[config.mk]
export PLATFORM = sky130hd
export DESIGN_NAME = rtev_core
export DESIGN_NICKNAME = d
export VERILOG_FILES = /design/src/rtev_pkg.sv /design/src/rtev_core.sv
export SDC_FILE = /design/constraint.sdc
export NUM_CORES = 1
export LEC_CHECK = 0
export BUFFER_PORTS_ARGS = -buffer_cell sky130_fd_sc_hd__buf_2
export CAP_MARGIN = 15
export CORE_MARGIN = 5
export CORE_UTILIZATION = 40
export CTS_BUF_LIST = sky130_fd_sc_hd__clkbuf_4 sky130_fd_sc_hd__clkbuf_8
export CTS_CLUSTER_DIAMETER = 60
export DETAILED_ROUTE_END_ITERATION = 7
export HOLD_SLACK_MARGIN = 0.06
export PLACE_DENSITY_LB_ADDON = 0.2
export SLEW_MARGIN = 20
export SYNTH_ARGS = -nofsm -noshare
export SYNTH_HDL_FRONTEND = slang
export SYNTH_SLANG_ARGS = --single-unit
[constraint.sdc]
create_clock -name pclk -period 3.5 [get_ports pclk]
set_clock_uncertainty 0.15 [all_clocks]
set_input_delay 0.175 -clock pclk [delete_from_list [all_inputs] [get_ports pclk]]
set_output_delay 0.175 -clock pclk [all_outputs]
set_load 0.005 [all_outputs]
[src/rtev_pkg.sv]
`default_nettype none
package rtev_pkg;
  // ****************************************
  // vector numbers and addressing
  // ****************************************
  localparam int VEC_W = 7;
  localparam logic [VEC_W-1:0] VEC_POWER_ON = 7'h00;
  localparam logic [VEC_W-1:0] VEC_MANUAL = 7'h01;
  localparam logic [VEC_W-1:0] VEC_TRACE = 7'h05;
  localparam logic [VEC_W-1:0] VEC_NMI = 7'h07;
  localparam logic [VEC_W-1:0] VEC_TRAP_BASE = 7'h08;
  localparam logic [VEC_W-1:0] VEC_EXT_BASE = 7'h10;
  localparam logic [VEC_W-1:0] VEC_INT_FIRST = 7'h18;
  localparam logic [VEC_W-1:0] VEC_INT_LAST = 7'h5B;
  localparam int VEC_ADDR_W = 16;
  localparam int VEC_ENTRY_SHIFT = 2;
  localparam int EXT_PINS = 8;

  // ****************************************
  // cpu control bits
  // ****************************************
  localparam int CC_MASK_BIT = 7;
  localparam int CC_USER_BIT = 6;
  localparam int XC_TRACE_BIT = 7;
  localparam int XC_LVL_LSB = 0;
  localparam logic [7:0] CC_RESET = 8'h80;
  localparam logic [7:0] XC_RESET = 8'h07;
  localparam logic [1:0] MODE_0 = 2'h0;
  localparam logic [1:0] MODE_2 = 2'h2;
  localparam logic [15:0] MSTP_RESET = 16'h3FFF;
  localparam logic [2:0] EXT_PIN_LEVEL = 3'h7;

  // ****************************************
  // register map
  // ****************************************
  localparam logic [7:0] OFF_MODE = 8'h00;
  localparam logic [7:0] OFF_COND = 8'h04;
  localparam logic [7:0] OFF_XCTL = 8'h08;
  localparam logic [7:0] OFF_MSTP = 8'h0C;
  localparam logic [7:0] OFF_STATUS = 8'h10;

  typedef enum {ST_RESET, ST_INIT, ST_PUSH, ST_FETCH, ST_RUN} rtev_state_e;

  typedef struct packed {
    logic [7:0] cond;
    logic [7:0] xctl;
  } rtev_push_s;

  typedef struct packed {
    logic manual;
    logic [VEC_W-1:0] vec;
  } rtev_exc_s;
endpackage : rtev_pkg
`default_nettype wire

[src/rtev_core.sv]
`timescale 1ns/1ps
`default_nettype none
// Summary of operation
// RULE1: each vector is a 4-byte entry at vector times four, low 16 bits, up to 91.
// RULE2: reset 0, manual 1, trace 5, nmi 7, traps 8-11, pins 16-23, internal 24-91.
// RULE3: vectors 2-4, 6 and 12-15 are never generated.
// RULE4: a reset request beats every other pending exception.
// RULE5: while the reset pin is low all processing stops in reset state.
// RULE6: reset handling starts only on the reset pin rising. A watchdog request also starts it, with no pin edge.
// RULE7: interrupt control mode is forced to 0 after any reset.
// RULE8: manual variant samples nmi pin during reset: high power-on, low manual.
// RULE9: watchdog reset is power-on without manual variant, else select bit decides.
// RULE10: cpu state always reset; manual reset spares bus controller and ports.
// RULE11: after manual reset, module pins fall back to general port control.
// RULE12: outside controller holds reset low 20 ms at power-up, 20 states otherwise.
// RULE13: reset entry clears trace bit and sets the interrupt mask bits.
// RULE14: reset vector is read into the program counter and execution starts.
// RULE15: no interrupt, nmi included, before the first instruction completes.
// RULE16: module stop control loads 3FFF on reset release.
// RULE17: trace works only in mode 2, never in mode 0.
// RULE18: trace bit set raises a trace exception after each instruction.
// RULE19: only clearing the trace bit ends trace; masks do not gate it.
// RULE20: trace entry sets mask bit, clears trace bit, keeps user bit and level.
// RULE21: interrupts stay acceptable inside the trace handler; pin requests stay blocked there by the mask bit that trace entry sets.
// RULE22: no trace after return from exception; restored trace bit resumes it.
// RULE23: pending order is reset, trace, interrupt, trap.
// RULE24: non-reset exceptions push pc, condition and extended control before mask update and vectoring; push_data carries no pc.
// RULE25: vector is fetched as one 32-bit word and used as the full pc.
module rtev_core
  import rtev_pkg::*;
#(
  parameter bit MANUAL_RESET_EN = 1'b1
)(
  input wire logic pclk,
  input wire logic presetn,
  input wire logic psel,
  input wire logic penable,
  input wire logic pwrite,
  input wire logic [7:0] paddr,
  input wire logic [31:0] pwdata,
  output logic [31:0] prdata,
  output logic pready,
  output logic pslverr,
  input wire logic hard_reset_pin_n,
  input wire logic nmi_pin,
  input wire logic [EXT_PINS-1:0] external_request_pins,
  input wire logic wdt_reset_req,
  input wire logic watchdog_reset_select,
  input wire logic int_req,
  input wire logic [VEC_W-1:0] int_vec,
  input wire logic [2:0] int_level,
  input wire logic insn_done,
  input wire logic insn_was_return,
  input wire logic trap_req,
  input wire logic [1:0] trap_num,
  output logic core_hold,
  output logic push_req,
  output rtev_push_s push_data,
  input wire logic push_ack,
  output logic fetch_req,
  output logic [VEC_ADDR_W-1:0] fetch_addr,
  input wire logic fetch_ack,
  input wire logic [31:0] fetch_data,
  output logic pc_load,
  output logic [31:0] pc_value,
  output logic int_taken,
  output logic cpu_init,
  output logic module_init,
  output logic busctl_port_init,
  output logic pins_to_ports,
  output logic [15:0] module_stop_control,
  output logic [1:0] intr_mode
);

  // ****************************************
  // pin synchronisers
  // ****************************************
  logic [EXT_PINS+1:0] pin_meta_ff;
  logic [EXT_PINS+1:0] pin_sync_ff;
  logic rst_pin_prev_ff;
  logic nmi_prev_ff;
  logic rst_low;
  logic rst_rise;
  logic nmi_rise;

  always_ff @(posedge pclk or negedge presetn)
  begin
    if (!presetn)
    begin
      pin_meta_ff <= {(EXT_PINS+2){1'b1}};
      pin_sync_ff <= {(EXT_PINS+2){1'b1}};
      rst_pin_prev_ff <= 1'b1;
      nmi_prev_ff <= 1'b1;
    end
    else
    begin
      pin_meta_ff <= {external_request_pins, nmi_pin, hard_reset_pin_n};
      pin_sync_ff <= pin_meta_ff;
      rst_pin_prev_ff <= pin_sync_ff[0];
      nmi_prev_ff <= pin_sync_ff[1];
    end
  end

  assign rst_low = !pin_sync_ff[0];
  assign rst_rise = pin_sync_ff[0] && !rst_pin_prev_ff;
  assign nmi_rise = pin_sync_ff[1] && !nmi_prev_ff;

  // ****************************************
  // state and cpu control registers
  // ****************************************
  rtev_state_e state_ff;
  rtev_exc_s exc_ff;
  logic [7:0] cond_ff;
  logic [7:0] xctl_ff;
  logic [1:0] mode_ff;
  logic [15:0] mstp_ff;
  logic manual_sel_ff;
  logic nmi_pend_ff;
  logic wr_en;
  logic rd_en;
  logic trace_go;
  logic irq_go;
  logic trap_go;
  logic [VEC_W-1:0] irq_vec;
  logic irq_any;
  logic wdt_manual;

  assign wr_en = psel && penable && pwrite;
  assign rd_en = psel && penable && !pwrite;
  assign wdt_manual = MANUAL_RESET_EN && watchdog_reset_select; // RULE9

  // trace decision at instruction end; mask bits not consulted
  assign trace_go = (mode_ff == MODE_2) && xctl_ff[XC_TRACE_BIT] && !insn_was_return; // RULE17 RULE18 RULE19 RULE22

  // interrupt request selection: nmi, then pins, then internal
  always_comb
  begin
    irq_any = 1'b0;
    irq_vec = VEC_NMI;
    if (nmi_pend_ff)
    begin
      irq_any = 1'b1;
      irq_vec = VEC_NMI; // RULE2
    end
    else if (!cond_ff[CC_MASK_BIT] && ((mode_ff != MODE_2) || (EXT_PIN_LEVEL > xctl_ff[XC_LVL_LSB +: 3]))
             && (~pin_sync_ff[EXT_PINS+1:2] != '0))
    begin
      irq_any = 1'b1;
      for (int i = EXT_PINS-1; i >= 0; i--)
      begin
        if (!pin_sync_ff[i+2])
        begin
          irq_vec = VEC_EXT_BASE + VEC_W'(i); // RULE2
        end
      end
    end
    else if (int_req && (int_vec >= VEC_INT_FIRST) && (int_vec <= VEC_INT_LAST) // RULE3
             && ((mode_ff == MODE_2) ? (int_level > xctl_ff[XC_LVL_LSB +: 3]) : !cond_ff[CC_MASK_BIT]))
    begin
      irq_any = 1'b1;
      irq_vec = int_vec;
    end
  end

  // interrupts only taken at an instruction end in run state
  assign irq_go = (state_ff == ST_RUN) && insn_done && !trace_go && irq_any; // RULE15 RULE21 RULE23
  assign trap_go = (state_ff == ST_RUN) && insn_done && !trace_go && !irq_any && trap_req; // RULE23

  // ****************************************
  // exception sequencer
  // ****************************************
  always_ff @(posedge pclk or negedge presetn)
  begin
    if (!presetn)
    begin
      state_ff <= ST_RESET;
      exc_ff <= '0;
      manual_sel_ff <= 1'b0;
    end
    else if (rst_low)
    begin
      state_ff <= ST_RESET; // RULE4 RULE5
      manual_sel_ff <= MANUAL_RESET_EN && !pin_sync_ff[1]; // RULE8
    end
    else if (wdt_reset_req)
    begin
      state_ff <= ST_INIT; // RULE4
      exc_ff <= '{manual: wdt_manual, vec: wdt_manual ? VEC_MANUAL : VEC_POWER_ON}; // RULE9
    end
    else
    begin
      case (state_ff)
        ST_RESET:
        begin
          if (rst_rise)
          begin
            state_ff <= ST_INIT; // RULE6
            exc_ff <= '{manual: manual_sel_ff, vec: manual_sel_ff ? VEC_MANUAL : VEC_POWER_ON}; // RULE2
          end
        end
        ST_INIT:
        begin
          state_ff <= ST_FETCH; // RULE24
        end
        ST_PUSH:
        begin
          if (push_ack)
          begin
            state_ff <= ST_FETCH; // RULE24
          end
        end
        ST_FETCH:
        begin
          if (fetch_ack)
          begin
            state_ff <= ST_RUN; // RULE14
          end
        end
        ST_RUN:
        begin
          if (insn_done && trace_go)
          begin
            state_ff <= ST_PUSH;
            exc_ff <= '{manual: 1'b0, vec: VEC_TRACE}; // RULE23
          end
          else if (irq_go)
          begin
            state_ff <= ST_PUSH;
            exc_ff <= '{manual: 1'b0, vec: irq_vec};
          end
          else if (trap_go)
          begin
            state_ff <= ST_PUSH;
            exc_ff <= '{manual: 1'b0, vec: VEC_TRAP_BASE + {5'h00, trap_num}}; // RULE2
          end
        end
        default:
        begin
          state_ff <= ST_RESET;
        end
      endcase
    end
  end

  // nmi edge latch; new edge wins over acceptance
  always_ff @(posedge pclk or negedge presetn)
  begin
    if (!presetn)
    begin
      nmi_pend_ff <= 1'b0;
    end
    else if (state_ff == ST_RESET || state_ff == ST_INIT)
    begin
      nmi_pend_ff <= 1'b0; // RULE15
    end
    else if (nmi_rise)
    begin
      nmi_pend_ff <= 1'b1;
    end
    else if (irq_go && irq_vec == VEC_NMI)
    begin
      nmi_pend_ff <= 1'b0;
    end
  end

  // ****************************************
  // cpu mask, trace and mode bits
  // ****************************************
  always_ff @(posedge pclk or negedge presetn)
  begin
    if (!presetn)
    begin
      cond_ff <= CC_RESET;
      xctl_ff <= XC_RESET;
      mode_ff <= MODE_0;
    end
    else if (state_ff == ST_INIT)
    begin
      cond_ff <= CC_RESET; // RULE10 RULE13
      xctl_ff <= XC_RESET; // RULE13
      mode_ff <= MODE_0; // RULE7
    end
    else if (state_ff == ST_PUSH && push_ack)
    begin
      cond_ff[CC_MASK_BIT] <= 1'b1; // RULE20 RULE24
      if (mode_ff == MODE_2)
      begin
        xctl_ff[XC_TRACE_BIT] <= 1'b0; // RULE20
      end
    end
    else if (wr_en)
    begin
      if (paddr == OFF_MODE)
      begin
        mode_ff <= pwdata[1:0];
      end
      else if (paddr == OFF_COND)
      begin
        cond_ff <= pwdata[7:0];
      end
      else if (paddr == OFF_XCTL)
      begin
        xctl_ff <= pwdata[7:0]; // RULE19
      end
    end
  end

  // ****************************************
  // module stop control
  // ****************************************
  always_ff @(posedge pclk or negedge presetn)
  begin
    if (!presetn)
    begin
      mstp_ff <= MSTP_RESET;
    end
    else if (state_ff == ST_INIT)
    begin
      mstp_ff <= MSTP_RESET; // RULE16
    end
    else if (wr_en && paddr == OFF_MSTP)
    begin
      mstp_ff <= pwdata[15:0];
    end
  end

  // ****************************************
  // vector fetch and pc load
  // ****************************************
  always_ff @(posedge pclk or negedge presetn)
  begin
    if (!presetn)
    begin
      pc_load <= 1'b0;
      pc_value <= '0;
      int_taken <= 1'b0;
    end
    else
    begin
      pc_load <= (state_ff == ST_FETCH) && fetch_ack && !rst_low;
      int_taken <= irq_go && !rst_low && !wdt_reset_req;
      if (state_ff == ST_FETCH && fetch_ack)
      begin
        pc_value <= fetch_data; // RULE14 RULE25
      end
    end
  end

  assign fetch_req = (state_ff == ST_FETCH);
  assign fetch_addr = VEC_ADDR_W'({exc_ff.vec, {VEC_ENTRY_SHIFT{1'b0}}}); // RULE1
  assign push_req = (state_ff == ST_PUSH); // RULE24
  assign push_data = '{cond: cond_ff, xctl: xctl_ff};
  assign core_hold = (state_ff == ST_RESET); // RULE5
  assign cpu_init = (state_ff == ST_INIT); // RULE10
  assign module_init = (state_ff == ST_INIT); // RULE10
  assign busctl_port_init = (state_ff == ST_INIT) && !exc_ff.manual; // RULE10
  assign pins_to_ports = (state_ff == ST_INIT) && exc_ff.manual; // RULE11
  assign module_stop_control = mstp_ff;
  assign intr_mode = mode_ff;

  // ****************************************
  // apb read side
  // ****************************************
  assign pready = 1'b1;

  always_comb
  begin
    prdata = '0;
    pslverr = 1'b0;
    if (paddr == OFF_MODE)
    begin
      prdata[1:0] = mode_ff;
    end
    else if (paddr == OFF_COND)
    begin
      prdata[7:0] = cond_ff;
    end
    else if (paddr == OFF_XCTL)
    begin
      prdata[7:0] = xctl_ff;
    end
    else if (paddr == OFF_MSTP)
    begin
      prdata[15:0] = mstp_ff;
    end
    else if (paddr == OFF_STATUS)
    begin
      prdata[VEC_W-1:0] = exc_ff.vec;
      prdata[8] = exc_ff.manual;
      prdata[9] = core_hold;
    end
    else
    begin
      pslverr = psel && penable;
    end
    if (!rd_en)
    begin
      prdata = '0;
    end
  end

  // ****************************************
  // checks
  // ****************************************
  a_vec_addr_range: assert property (@(posedge pclk) disable iff (!presetn) // RULE1
    fetch_req |-> (fetch_addr[15:2] <= 14'(VEC_INT_LAST) && fetch_addr[1:0] == 2'h0))
    else $error("vector address out of table");
  a_no_reserved_vec: assert property (@(posedge pclk) disable iff (!presetn) // RULE3
    fetch_req |-> !(exc_ff.vec inside {7'h02, 7'h03, 7'h04, 7'h06, [7'h0C:7'h0F]}))
    else $error("reserved vector generated");
  a_reset_hold: assert property (@(posedge pclk) disable iff (!presetn) // RULE5
    rst_low |=> core_hold && !fetch_req)
    else $error("core not held in reset");
  a_reset_start: assert property (@(posedge pclk) disable iff (!presetn) // RULE6
    (core_hold && rst_rise && !wdt_reset_req) |=> cpu_init ##1 fetch_req)
    else $error("reset handling did not start on rise");
  a_mode_forced: assert property (@(posedge pclk) disable iff (!presetn) // RULE7
    cpu_init |=> intr_mode == MODE_0 && cond_ff[CC_MASK_BIT] && !xctl_ff[XC_TRACE_BIT])
    else $error("reset entry state wrong");
  a_mstp_load: assert property (@(posedge pclk) disable iff (!presetn) // RULE16
    cpu_init |=> module_stop_control == MSTP_RESET)
    else $error("module stop not loaded");
  a_reset_type: assert property (@(posedge pclk) disable iff (!presetn) // RULE8
    (core_hold && rst_rise && !wdt_reset_req) |=> exc_ff.manual == $past(manual_sel_ff))
    else $error("reset type mismatch");
  a_trace_mode0: assert property (@(posedge pclk) disable iff (!presetn) // RULE17
    (state_ff == ST_RUN && insn_done && mode_ff == MODE_0 && !rst_low && !wdt_reset_req)
    |=> exc_ff.vec != VEC_TRACE || state_ff == ST_RUN)
    else $error("trace raised in mode 0");
  a_trace_entry: assert property (@(posedge pclk) disable iff (!presetn) // RULE20
    (push_req && push_ack && exc_ff.vec == VEC_TRACE && !rst_low && !wdt_reset_req)
    |=> cond_ff[CC_MASK_BIT] && !xctl_ff[XC_TRACE_BIT]
        && xctl_ff[XC_LVL_LSB +: 3] == $past(xctl_ff[XC_LVL_LSB +: 3])
        && cond_ff[CC_USER_BIT] == $past(cond_ff[CC_USER_BIT]))
    else $error("trace entry mask update wrong");
  a_push_first: assert property (@(posedge pclk) disable iff (!presetn) // RULE24
    (state_ff == ST_RUN && (trace_go || irq_go || trap_go) && insn_done && !rst_low && !wdt_reset_req)
    |=> push_req && !fetch_req)
    else $error("vectoring without push");
  a_pc_from_vec: assert property (@(posedge pclk) disable iff (!presetn) // RULE25
    (fetch_req && fetch_ack && !rst_low && !wdt_reset_req) |=> pc_load && pc_value == $past(fetch_data))
    else $error("pc not loaded from vector");
  c_manual_reset: cover property (@(posedge pclk) disable iff (!presetn) pins_to_ports);
  c_trace_taken: cover property (@(posedge pclk) disable iff (!presetn) push_req && exc_ff.vec == VEC_TRACE);
  c_nmi_taken: cover property (@(posedge pclk) disable iff (!presetn) int_taken && exc_ff.vec == VEC_NMI);
  c_trap_taken: cover property (@(posedge pclk) disable iff (!presetn) push_req && exc_ff.vec == VEC_TRAP_BASE);
endmodule : rtev_core
`default_nettype wire

Word level (Yosys, flattened, before mapping). Index checks and enable logic that the tools add are counted.

Add/subtract/negate cells: 1. Magnitude comparators: 4. Equality and inequality tests: 27. Multiplexer cells: 73. Bitwise gates (word level): 1. Reduce and logical (&&, ||, !) cells: 60.

Operator list (number): 32-bit two-way mux (8); 32-bit case mux with 5 select lines (1); 8-bit two-way mux (18); 7-bit two-way mux (14); 32-bit by 2-bit equality test with 1-bit output (second input constant) (3); 32-bit by 3-bit equality test with 1-bit output (second input constant) (3); 32-bit logical NOT (2); 16-bit two-way mux (3); 32-bit by 1-bit equality test with 1-bit output (second input constant) (1); 32-bit by 4-bit equality test with 1-bit output (second input constant) (1); 1-bit logical AND (27); 1-bit two-way mux (18); 8-bit by 4-bit equality test with 1-bit output (second input constant) (2); 8-bit case mux with 2 select lines (1); 3-bit nonzero test (5); 14-bit two-way mux (1); 2-bit two-way mux (7); 4-bit != test (second input constant) (3); 4-bit AND reduction (3); 1-bit logical NOT (10); 5-bit AND reduction (2); 2-bit nonzero test (5); 3-bit != test (second input constant) (3); 8-bit by 3-bit equality test with 1-bit output (second input constant) (1); other kinds (19) (24).

Register bits after elaboration: 132. Input bits: 107. Word-level logic and storage cells: 184.

Depth between registers and ports, before layout. Gate-level depths: netlist (run 1).

Depth after elaboration: 16. Gate-level depth with buffers: 9. Mapped depth without buffers: 8.

Worst setup path before layout (run 1). OpenSTA, ideal clock, no wires.

Kind: register to register. Start: register xctl_ff[2]. End: register exc_ff[7] (netlist name). Arrival time: 2231 ps. Required time: 3225 ps. Path slack: 994 ps. Stages on the path, launching flop included: 10. Buffers on the path: 1. Period minus slack after synthesis: 2506 ps. Path through: dfstp_2 inv_1 ha_1 a21oi_1 o21ai_0 a31oi_1 o21ba_2 clkbuf_1 o21ai_0 mux2_2.

Cells in the longest elaborated chain, start to end: 11.

Ends and longest elaborated chain: start: declaration (line rtev_core.sv:114) `logic [7:0] xctl_ff;`; start signal: assignment (line rtev_core.sv:303) `xctl_ff <= pwdata[7:0];`; 3-bit greater-than comparator, on equally long branches (line rtev_core.sv:158, rtev_core.sv:145); 1-bit two-way mux or 1-bit logical OR (tied branches) (line rtev_core.sv:158, rtev_core.sv:145); 1-bit logical AND, on equally long branches (line rtev_core.sv:158, rtev_core.sv:145); 1-bit two-way mux or 1-bit logical AND (tied branches) (line rtev_core.sv:157, rtev_core.sv:146); 1-bit two-way mux * (line rtev_core.sv:145) `else if (!cond_ff[CC_MASK_BIT] && ((mode_ff != MODE_2) || (EXT_PIN_LEVEL > xctl_ff[XC_LVL_LSB +: 3]))`; 1-bit two-way mux * (line rtev_core.sv:140) `if (nmi_pend_ff)`; 1-bit logical AND or 1-bit logical NOT (tied branches) (line rtev_core.sv:166, rtev_core.sv:167); 8-bit two-way mux or 1-bit logical AND (tied branches) (line rtev_core.sv:226, rtev_core.sv:167); 8-bit two-way mux or 1-bit logical AND (tied branches) (line rtev_core.sv:221, rtev_core.sv:167); 8-bit case mux with 2 select lines or 5-bit != test (tied branches); 8-bit two-way mux or 4-bit AND reduction (tied branches); end signal: assignment (line rtev_core.sv:188) `exc_ff <= '{manual: wdt_manual, vec: wdt_manual ? VEC_MANUAL : VEC_POWER_ON};`; end signal: assignment (line rtev_core.sv:224) `exc_ff <= '{manual: 1'b0, vec: VEC_TRACE};`; end signal: assignment (line rtev_core.sv:229) `exc_ff <= '{manual: 1'b0, vec: irq_vec};`; end: declaration (line rtev_core.sv:112) `rtev_exc_s exc_ff;`.

Mark *: on every way between the ends. The rest lies on a longest branch, timed or not. A chain may end at the register's enable or synchronous reset.

Worst setup path after layout (run 1).
Start: register xctl_ff[2]. End: register state_ff[2].

Cells in the longest elaborated chain, start to end: 12.

Ends and longest elaborated chain: 3-bit greater-than comparator, on equally long branches (line rtev_core.sv:158, rtev_core.sv:145); 1-bit two-way mux or 1-bit logical OR (tied branches) (line rtev_core.sv:158, rtev_core.sv:145); 1-bit logical AND, on equally long branches (line rtev_core.sv:158, rtev_core.sv:145); 1-bit two-way mux or 1-bit logical AND (tied branches) (line rtev_core.sv:157, rtev_core.sv:146); 1-bit two-way mux * (line rtev_core.sv:145); 1-bit two-way mux * (line rtev_core.sv:140); 1-bit logical AND (line rtev_core.sv:166) `assign irq_go = (state_ff == ST_RUN) && insn_done && !trace_go && irq_any;`; 32-bit two-way mux (line rtev_core.sv:226) `else if (irq_go)`; 32-bit two-way mux (line rtev_core.sv:221) `if (insn_done && trace_go)`; 32-bit case mux with 5 select lines (line rtev_core.sv:192) `case (state_ff)`; 32-bit two-way mux (line rtev_core.sv:185) `else if (wdt_reset_req)`; 32-bit two-way mux (line rtev_core.sv:180) `else if (rst_low)`; end signal: assignment (line rtev_core.sv:182) `state_ff <= ST_RESET;`; end signal: assignment (line rtev_core.sv:187) `state_ff <= ST_INIT;`; end signal: assignment (line rtev_core.sv:223) `state_ff <= ST_PUSH;`; end: declaration (line rtev_core.sv:111) `rtev_state_e state_ff;`.

Marked as above.

==> results.ini, run 1 <==
[pwr]
power_density_nw_per_um2 = 400.0
p_leak_nw = 3.321
peakVddDrop_v = 0.0002675

[cts]
clk_latency_ns = 0.37
cts_setup_buffers = 0
clock_path_buffers = 2
cts_made_buffers = 9
post_cts_resized = 0
clk_pin_slew_ns = 0.10
cts_tree = built
clockRootBuffer = clkbuf_8
clock-sinks = 103
htree_levels = 3

[worst_hold_path]
hp-class = input pin to flip-flop

[die]
die_h_um = 122.7
initial_core_util_pct = 40.61
pin_count = 232
core_area_um2 = 12520
rows = 41
die-area_um2 = 15060
fp.dieW_um = 122.7

[placed_design]
place_area_um2 = 6037
pre_cts_ws_ns = 0.7381
port_buffers = 189
hpwlAfterDp_um = 10890
dpl.cell_count = 789
gp_congestion = 0.9145

[yosys]
yosysWarnings = 0
syn-instance-count = 451
synthSimpleGateAreaFrac_pct = 12.38
synth_edf_count = 0
synth_xor_area_share_pct = 0
synthFlopType = dfrtp_1
synth_top_area_share_pct = 31.01
async_flop_share_pct = 100.0
synth_top_family_by_area = compound AO/OA/AOI/OAI gates
syn-cell-area_um2 = 5084
synth.distinct_cells = 66
synth_adder_area_share_pct = 0.7384
synth_seq_cells = 103
synthMuxAreaShare_pct = 10.88
synth-compound-area-share_pct = 16.05
synth.area.top_cells = dfrtp_1, dfstp_2, mux2_2
ys_seq_area_share_pct = 51.69
syn_area_per_cell_um2 = 11.27
synth_top_area_cell = dfrtp_1

[status]
outcome = completed

[setup_path]
slowest_delay_ns = 0.58
cp_cell_sequence = inv_1 -> ha_1 -> a21oi_1 -> o21ai_0 -> a31oi_1 -> o21bai_1 -> a21o_1 -> a211oi_1 -> dlygate4sd3_1
reg2reg_slack_ns = 0.47
cpMaxStageDelayCell = dfstp_2
crit_type = flip-flop to flip-flop
critPathArrivalTime_ns = 3.19
required_ns = 3.66
endpoint_kind = flip-flop
crit_path_max_fanout = 6
start_kind = flip-flop

[timing]
setup_viol = 0
period_minus_slack_ns = 3.029
tightest_slew_ns = 0.8657
maxSlewViolCount = 0
hold_violations = 0
slew_headroom_pct = 41.76
post-route-period-util_pct = 86.56
clock.fmax_ghz = 0.3301
rsz0062_at_grt = false
final_critical_path_setup_slack_ns = 0.4705
fin_setup_tns_ns = 0

[global_routing]
grt_pass1_vias = 4412
grt_pass1_wl_um = 22980
grt_usage_pct = 19.50
grt-ovfl-total = 0
antenna_found_initial = 0
grt_max_degree = 39

[cells_and_area]
drive_gt1_share_pct = 43.67
stdcell_area_um2 = 6943
diodes = 0
utilization_pct = 55.47
final_common_cell = buf_2
final_cell_mix = buf_2, dlygate4sd3_1, dfrtp_1, dfstp_2, mux2_2
layout-area-overhead-vs-synth_pct = 36.57
final_cells = 875
layout.nets = 808

[drt]
vias_per_cell = 5.097
drtIter0Drc = 272
wire_per_inst_um = 16.84
vias = 4460
first_pass_iters = 4
routed_wl_um = 14740
drc = 0
drtAntennaViolNets = 0

[job]
drv_cap = 0

-- layer usage --
metal | wire (um) | vias to the layer above | GRT usage (%)
met4 | 229 | 0 | 6.788
met2 | 7231 | 203 | 32.80
met5 | 0 | - | 0
met3 | 1266 | 16 | 4.147
met1 | 6009 | 2159 | 24.88
li1 | - | 2082 | -
-- stage by stage --
stage	total power, mW	hold WS [ns]
final	2.777	0.09135
after global routing	2.932	0.1069
after CTS	2.807	0.06325
after detailed placement	1.959	0.008203
after global placement	1.941	-0.004025
after floorplan	1.705	-0.2706
-- final timing paths --
path,to,cells after the start,start
worst min register to register,pin_sync_ff[5]$_DFF_PN1_,0,pin_meta_ff[5]$_DFF_PN1_
max in group asynchronous,module_stop_control[9]$_DFFE_PN1P_,3,presetn
worst max-delay path,state_ff[2]$_DFFE_PN0P_,9,xctl_ff[2]$_DFFE_PN1P_
min in group asynchronous,cond_ff[4]$_DFFE_PN0P_,2,presetn
worst min-delay path,fetch_addr[5]$_DFFE_PN0P_,3,int_vec[3]
worst max register to register,state_ff[2]$_DFFE_PN0P_,9,xctl_ff[2]$_DFFE_PN1P_
-- state kept, by name (all words and copies together) (netlist names), 2 cells and up --
name and cells:
module_stop_control 16, cond_ff 8, xctl_ff 8, pc_value 32, pin_meta_ff 10, intr_mode 2
pin_sync_ff 10, state_ff 3, fetch_addr 7
-- power breakdown --
group          total, mW  internal, mW  switching [mW]  leakage, nW
clock network      0.781         0.354           0.426       0.0993
logic              0.566         0.313           0.252         1.98
registers           1.43          1.34          0.0876         1.24
total               2.78          2.01           0.766         3.32
-- repair_timing --
action	4_1_cts	5_1_grt
endpoints found under the hold margin	120	0
setup endpoints to repair	0	0
hold buffers	70	0
-- cell usage after synthesis (2+ instances only) --
cell type and instances:
a2111oi_0 2, a211oi_1 4, a21o_1 8, a21oi_1 8, a221oi_1 6, a22o_1 2, a22oi_1 9, a31oi_1 5
a32o_1 2, and2_1 13, and3_1 3, buf_1 2, buf_2 3, buf_4 34, buf_6 2, clkbuf_1 12
conb_1 2, dfrtp_1 63, dfstp_2 40, ha_1 3, inv_1 18, mux2_2 34, mux2_4 8, mux2i_1 5
nand2_1 22, nand2b_1 2, nand3_1 7, nand4_1 4, nor2_1 23, nor2_2 2, nor2b_1 4, nor3_1 11
nor4_1 4, o211ai_1 6, o21a_1 3, o21ai_0 23, o22a_1 14, o22ai_1 4, o41ai_1 4, or2_2 2
or3_1 3
-- worst max-delay path, delay by kind of cell, from the launching register on --
| kind | cells | cell delay, ns |
|---|---|---|
| compound gates | 6 | 1.30 |
| fa+ha+maj | 1 | 0.30 |
| flops | 1 | 0.58 |
| buf+inv | 2 | 0.64 |
-- kinds of logic (layout without fill, tap and decap cells) --
family	count (synthesis)	after routing
AND/OR/NAND/NOR	113	113
AO/OA/AOI/OAI	112	112
flip-flops	103	103
buffers and inverters	71	299
multiplexers	47	47
adder cells (fa/ha/maj)	3	3
other	2	26
-- final cells by class --
type	instances	area, um^2
inverter	18	67.56
clock buffer	10	137.6
clock inverter	6	67.56
fill	1121	5574
sequential	103	2628
tap	172	215.2
multi-input combinational	301	2133
timing repair buffer	265	1694
Power figures use the tool's default switching activity.
==> run 2: changes to the inputs <==
--- a/config.mk
+++ b/config.mk
@@ -7,7 +7,7 @@
 export LEC_CHECK = 0
 export BUFFER_PORTS_ARGS = -buffer_cell sky130_fd_sc_hd__buf_2
 export CAP_MARGIN = 15
-export CORE_MARGIN = 5
+export CORE_ASPECT_RATIO = 0.75
 export CORE_UTILIZATION = 40
 export CTS_BUF_LIST = sky130_fd_sc_hd__clkbuf_4 sky130_fd_sc_hd__clkbuf_8
 export CTS_CLUSTER_DIAMETER = 60
==> run 2 against run 1 <==
  * Sequential power about the same
  * Critical path depth is the same
  * Cell count decreased by 1.0%
  * Routed wire length up 1.8%
  * Design area down 0.47%
  * Setup slack worse by 0.088 ns
  * Worst hold slack worse by 0.00065 ns
  * Core utilization is 0.49 points higher
  * Register-to-register slack lost 0.09 ns
  * Non-clock buffer count down 3
  * Sequential cell count stayed put
  * Critical path type unchanged
  * Largest cell class unchanged
  * Largest power group unchanged
==> results.ini, run 2 (same netlist as run 1, synthesis figures left out) <==
[cells_and_area]
fill_cells = 1068  ; -4.7%
final_cells = 866  ; -1.0%
final_cell_mix = buf_2, dlygate4sd3_1, dfrtp_1, dfstp_2, mux2_2
largest_register_ffs = 32  ; unchanged
final_common_cell = buf_2
diodes = 0  ; unchanged
layout-area-overhead-vs-synth_pct = 35.93
seqCellArea_um2 = 2628  ; unchanged
largest-register = pc_value
drive_gt1_share_pct = 43.71  ; +0.044 points
multiInputGateArea_um2 = 2133  ; unchanged
layout.nets = 805  ; -0.37%
utilization_pct = 55.96  ; +0.49 points

[timing]
tightest_slew_ns = 0.8659  ; +0.0002739 ns
rsz0062_at_grt = false
slew_headroom_pct = 41.74  ; about the same
final_critical_path_setup_slack_ns = 0.3822  ; -0.08834 ns
maxSlewViolCount = 0  ; unchanged
setup_viol = 0  ; unchanged
hold_violations = 0  ; unchanged
clock.fmax_ghz = 0.3207  ; -2.8%
fin_setup_tns_ns = 0  ; unchanged
period_minus_slack_ns = 3.118  ; +0.08834 ns
post-route-period-util_pct = 89.08  ; +2.5 points

[pwr]
power.share.clock_pct = 28.3  ; +0.2 points
p_int_mw = 2.011  ; about the same
switchingPower_mw = 0.7883  ; +2.9%
peakVddDrop_v = 0.0002758  ; +3.1%
p_leak_nw = 3.317  ; -0.11%
pwr-share-seq_pct = 51.4  ; about the same
power.share.switching_pct = 28.15  ; +0.56 points
combPwrFrac_pct = 20.3  ; about the same
power_density_nw_per_um2 = 405.1  ; +1.3%

[setup_path]
start_kind = flip-flop
endpoint_kind = flip-flop
required_ns = 3.66  ; about the same
reg2reg_depth = 9  ; unchanged
critPathArrivalTime_ns = 3.28  ; +0.09 ns
crit_type = flip-flop to flip-flop
crit_path_max_fanout = 6  ; unchanged

[global_routing]
grt-ovfl-total = 0  ; unchanged
grt_max_degree = 81  ; +110%
antenna_found_initial = 0  ; unchanged
grt_pass1_wl_um = 23880  ; +3.9%
grt_usage_pct = 23.34  ; +3.8 points
grt_pass1_vias = 4657  ; +5.6%

[die]
rows = 35  ; -15%
initial_core_util_pct = 41.17  ; +0.55 points
core_area_um2 = 12350  ; -1.3%
pin_count = 232  ; unchanged
fp.dieW_um = 132.2  ; +7.7%
die_h_um = 99.63  ; -19%
die-area_um2 = 13170  ; -13%

[drt]
vias_per_cell = 5.169  ; +1.4%
vias = 4476  ; +0.36%
first_pass_iters = 4  ; unchanged
drtAntennaViolNets = 0  ; unchanged
routed_wl_um = 15000  ; +1.8%
wire_per_inst_um = 17.32  ; +2.8%
drc = 0  ; unchanged
drtIter0Drc = 237  ; -13%

[cts]
clock-sinks = 103  ; unchanged
cts_tree = built
cts_made_buffers = 9  ; unchanged
clock_path_buffers = 2  ; unchanged
clk_pin_slew_ns = 0.10  ; about the same
clockRootBuffer = clkbuf_8
clk_latency_ns = 0.38  ; about the same
htree_levels = 3  ; unchanged

[worst_hold_path]
hp-class = input pin to flip-flop
min_path_cells = 5  ; +2

[status]
outcome = completed

[job]
drv_cap = 0  ; unchanged

[placed_design]
port_buffers = 189  ; unchanged
dpl.cell_count = 782  ; -0.89%
hpwlAfterDp_um = 10270  ; -5.8%
pre_cts_ws_ns = 0.7379  ; -0.0001210 ns
gp_congestion = 0.8834  ; -3.4%

run 2: changes by cell type in the layout (fill, tap and decap cells not counted), sizes merged:
| cell | previous run | this run |
|---|---|---|
| clkinvlp | 2 | 0 |
| dlygate4sd3 | 70 | 68 |
| buf | 195 | 194 |
| clkinv | 1 | 2 |
| inv | 20 | 21 |
run 2: stage by stage:
stage	cell area (um^2)	hold slack [ns]	total power, mW
after CTS	6907	0.07208	2.814
after detailed placement	6022	0.1315	1.958
after global routing	6910	0.1033	2.947
final	6910	0.09070	2.800
after global placement	6022	0.1308	1.941
after floorplan	5174	-0.2706	1.705
run 2: critical path, stage by stage, from the launching register on:
cell           delay, ns
dfstp_2             0.57
inv_1               0.06
ha_1                0.31
a21oi_1             0.13
o21ai_0             0.10
a31oi_1             0.55
o21bai_1            0.18
a21o_1              0.23
a211oi_1            0.21
dlygate4sd3_1       0.57
run 2: layout make-up:
| type | instances | share of cell area (%) |
|---|---|---|
| multi-input combinational | 301 | 30.87 |
| timing repair buffer | 262 | 24.17 |
| clock buffer | 10 | 1.992 |
| sequential | 103 | 38.02 |
| inverter | 18 | 0.9777 |
| clock inverter | 6 | 0.9596 |
| tap | 166 | 3.006 |
run 2: layer usage:
layer | vias to the layer above | global-route usage, % | part of all wire (%) | wire length [um]
met1 | 2171 | 29.84 | 44 | 6611
met4 | 0 | 8.046 | 2.0 | 302
met3 | 24 | 7.594 | 8.4 | 1261
met2 | 207 | 37.44 | 46 | 6825
li1 | 2074 | - | - | -
met5 | - | 0 | 0 | 0
run 2: timing repair:
item / 4_1_cts / 5_1_grt
hold buffers: 68 / 0
endpoints found under the hold margin: 125 / 0
resized for setup: 0 / 0
setup buffers: 0 / 0
run 2: final timing paths:
path                                          start                        to  slack (ns)
min in group asynchronous                   presetn    cond_ff[0]$_DFFE_PN0P_        0.27
setup reg to reg             xctl_ff[2]$_DFFE_PN1P_   state_ff[2]$_DFFE_PN0P_        0.38
setup / recovery             xctl_ff[2]$_DFFE_PN1P_   state_ff[2]$_DFFE_PN0P_        0.38
hold reg to reg            pin_meta_ff[4]$_DFF_PN1_  pin_sync_ff[4]$_DFF_PN1_        0.21
hold / removal                             push_ack   state_ff[0]$_DFFE_PN0P_        0.09
max in group asynchronous                   presetn  pc_value[24]$_DFFE_PN0P_        2.14
run 2: power by group through the flow:
stage	sequential, mW	combinational [mW]	clock, mW
after floorplan	1.44	0.260	0
after global routing	1.46	0.623	0.865
after CTS	1.44	0.564	0.815
final	1.44	0.569	0.792
after global placement	1.45	0.496	0
after detailed placement	1.45	0.507	0
==> run 3: changes to the inputs <==
--- a/config.mk
+++ b/config.mk
@@ -9,7 +9,6 @@
 export CAP_MARGIN = 15
 export CORE_ASPECT_RATIO = 0.75
 export CORE_UTILIZATION = 40
-export CTS_BUF_LIST = sky130_fd_sc_hd__clkbuf_4 sky130_fd_sc_hd__clkbuf_8
 export CTS_CLUSTER_DIAMETER = 60
 export DETAILED_ROUTE_END_ITERATION = 7
 export HOLD_SLACK_MARGIN = 0.06
==> run 3 against run 2 <==
  * Via count decreased by 0.22%
  * Die area unchanged
  * Sequential cell count unchanged
  * Core utilization increased by 0.66 points
  * Non-clock buffer count decreased by 2
  * Routed wire length decreased by 0.57%
  * Sequential power about the same
  * Global-route usage decreased by 0.14 points
  * Largest power group unchanged
  * Highest routed layer unchanged
==> results.ini, run 3 (same netlist as run 1, synthesis figures left out) <==
[timing]
clock.fmax_ghz = 0.3227  ; +0.60%
hold_violations = 0  ; unchanged
setup_viol = 0  ; unchanged
holdWs_ns = 0.07824  ; -0.01246 ns
fin_setup_tns_ns = 0  ; unchanged
final_critical_path_setup_slack_ns = 0.4008  ; +0.01865 ns
tightest_slew_ns = 0.8487  ; -0.01721 ns
post-route-period-util_pct = 88.55  ; -0.53 points
slew_headroom_pct = 42.90  ; +1.2 points
rsz0062_at_grt = false
maxSlewViolCount = 0  ; unchanged
period_minus_slack_ns = 3.099  ; -0.01865 ns

[cells_and_area]
seqCellArea_um2 = 2628  ; unchanged
stdcell_area_um2 = 6992  ; +1.2%
drive_gt1_share_pct = 43.84  ; +0.13 points
largest_register_ffs = 32  ; unchanged
final_cell_mix = buf_2, dlygate4sd3_1, dfrtp_1, dfstp_2, mux2_2
diodes = 0  ; unchanged
final_common_cell = buf_2
layout-area-overhead-vs-synth_pct = 37.53
largest-register = pc_value
fill_cells = 1058  ; -0.94%
multiInputGateArea_um2 = 2133  ; unchanged
layout.nets = 803  ; -0.25%

[placed_design]
port_buffers = 189  ; unchanged
hpwlAfterDp_um = 10270  ; unchanged
pre_cts_ws_ns = 0.7379  ; unchanged
gp_congestion = 0.8834  ; unchanged
place_area_um2 = 6022  ; unchanged

[cts]
cts_hold_buf = 66  ; -2.9%
cts_tree = built
post_cts_resized = 0  ; unchanged
clock-sinks = 103  ; unchanged
clock_path_buffers = 2  ; unchanged
clk_latency_ns = 0.34  ; -0.04 ns
htree_levels = 3  ; unchanged
clk_pin_slew_ns = 0.07  ; -0.03 ns
cts_made_buffers = 9  ; unchanged
clockRootBuffer = clkbuf_16
cts_setup_buffers = 0  ; unchanged

[global_routing]
grt_pass1_vias = 4646  ; -0.24%
antenna_found_initial = 0  ; unchanged
grt_pass1_wl_um = 23830  ; -0.20%
grt-ovfl-total = 0  ; unchanged
grt_max_degree = 81  ; unchanged
grt_usage_pct = 23.21  ; -0.14 points

[die]
fp.dieW_um = 132.2  ; unchanged
initial_core_util_pct = 41.17  ; unchanged
rows = 35  ; unchanged
die_h_um = 99.63  ; unchanged
pin_count = 232  ; unchanged
die-area_um2 = 13170  ; unchanged
core_area_um2 = 12350  ; unchanged

[pwr]
power.share.clock_pct = 34.2  ; +5.9 points
switchingPower_mw = 0.8094  ; +2.7%
p_int_mw = 2.235  ; +11%
peakVddDrop_v = 0.0002591  ; -6.1%
combPwrFrac_pct = 18.6  ; -1.7 points
p_leak_nw = 3.355  ; +1.1%
power_density_nw_per_um2 = 435.4  ; +7.5%
pwr-share-seq_pct = 47.3  ; -4.1 points
power.share.switching_pct = 26.59  ; -1.6 points

[setup_path]
crit_path_max_fanout = 6  ; unchanged
r2r_start = xctl_ff[2]$_DFFE_PN1P_
critPathArrivalTime_ns = 3.23  ; -0.05 ns
required_ns = 3.63  ; -0.03 ns
setup.worst_path.start = xctl_ff[2]$_DFFE_PN1P_
endpoint_kind = flip-flop
cp-endpoint = state_ff[2]$_DFFE_PN0P_
start_kind = flip-flop
reg2reg_slack_ns = 0.40  ; +0.02 ns
reg2reg_to = state_ff[2]$_DFFE_PN0P_
crit_type = flip-flop to flip-flop
reg2reg_depth = 9  ; unchanged

[drt]
drc = 0  ; unchanged
routed_wl_um = 14910  ; -0.57%
wire_per_inst_um = 17.26  ; -0.34%
vias = 4466  ; -0.22%
drtIter0Drc = 244  ; +3.0%
first_pass_iters = 4  ; unchanged
drtAntennaViolNets = 0  ; unchanged
vias_per_cell = 5.169  ; about the same

[worst_hold_path]
min_path_cells = 3  ; -2
hp-class = input pin to flip-flop

[job]
drv_cap = 0  ; unchanged

[status]
outcome = completed

## run 3: changes by cell type in the layout (fill, tap and decap cells not counted), sizes merged
cell,delta
dlygate4sd3,-2
## run 3: critical path, cell delays in order, from the launching register on
cell	delay, ns
dfstp_2	0.56
inv_1	0.06
ha_1	0.31
a21oi_1	0.13
o21ai_0	0.10
a31oi_1	0.54
o21bai_1	0.18
a21o_1	0.22
a211oi_1	0.21
dlygate4sd3_1	0.57
## run 3: cell type report
| class | count | share of cell area [%] |
|---|---|---|
| sequential | 103 | 37.58 |
| multi-input combinational | 301 | 30.51 |
| timing repair buffer | 260 | 23.60 |
| clock buffer | 10 | 3.418 |
| tap | 166 | 2.971 |
| inverter | 18 | 0.9664 |
| clock inverter | 6 | 0.9485 |
## run 3: metal layers
layer | GRT usage, % | part of all wire, % | up-vias
li1 | - | - | 2070
met1 | 30.03 | 44 | 2169
met2 | 37.04 | 45 | 199
met3 | 7.136 | 8.1 | 28
met4 | 8.134 | 2.2 | 0
met5 | 0 | 0 | -
## run 3: how the worst min path moves through the flow
stage                        startpoint                        end  slack, ns
3_5_place_dp   external_request_pins[3]   pin_meta_ff[5]$_DFF_PN1_       0.13
2_1_floorplan                   presetn     cond_ff[0]$_DFFE_PN0P_      -0.27
3_3_place_gp   external_request_pins[2]   pin_meta_ff[4]$_DFF_PN1_       0.13
4_1_cts                      int_vec[4]  fetch_addr[6]$_DFFE_PN0P_       0.07
6_report                     int_vec[4]  fetch_addr[6]$_DFFE_PN0P_       0.08
5_1_grt                      int_vec[4]  fetch_addr[6]$_DFFE_PN0P_       0.07
## run 3: power by group through the flow
stage	registers, mW	logic, mW	clock network, mW
6_report	1.44	0.565	1.04
5_1_grt	1.46	0.620	1.12
4_1_cts	1.44	0.562	1.07
3_5_place_dp	1.45	0.507	0
3_3_place_gp	1.45	0.496	0
2_1_floorplan	1.44	0.260	0
## run 3: metrics by stage
stage	power (mW)	util, %	instances
2_1_floorplan	1.705	-	475
3_3_place_gp	1.941	48.76	782
3_5_place_dp	1.958	48.76	782
4_1_cts	3.069	56.59	864
5_1_grt	3.199	56.62	864
6_report	3.044	56.62	864
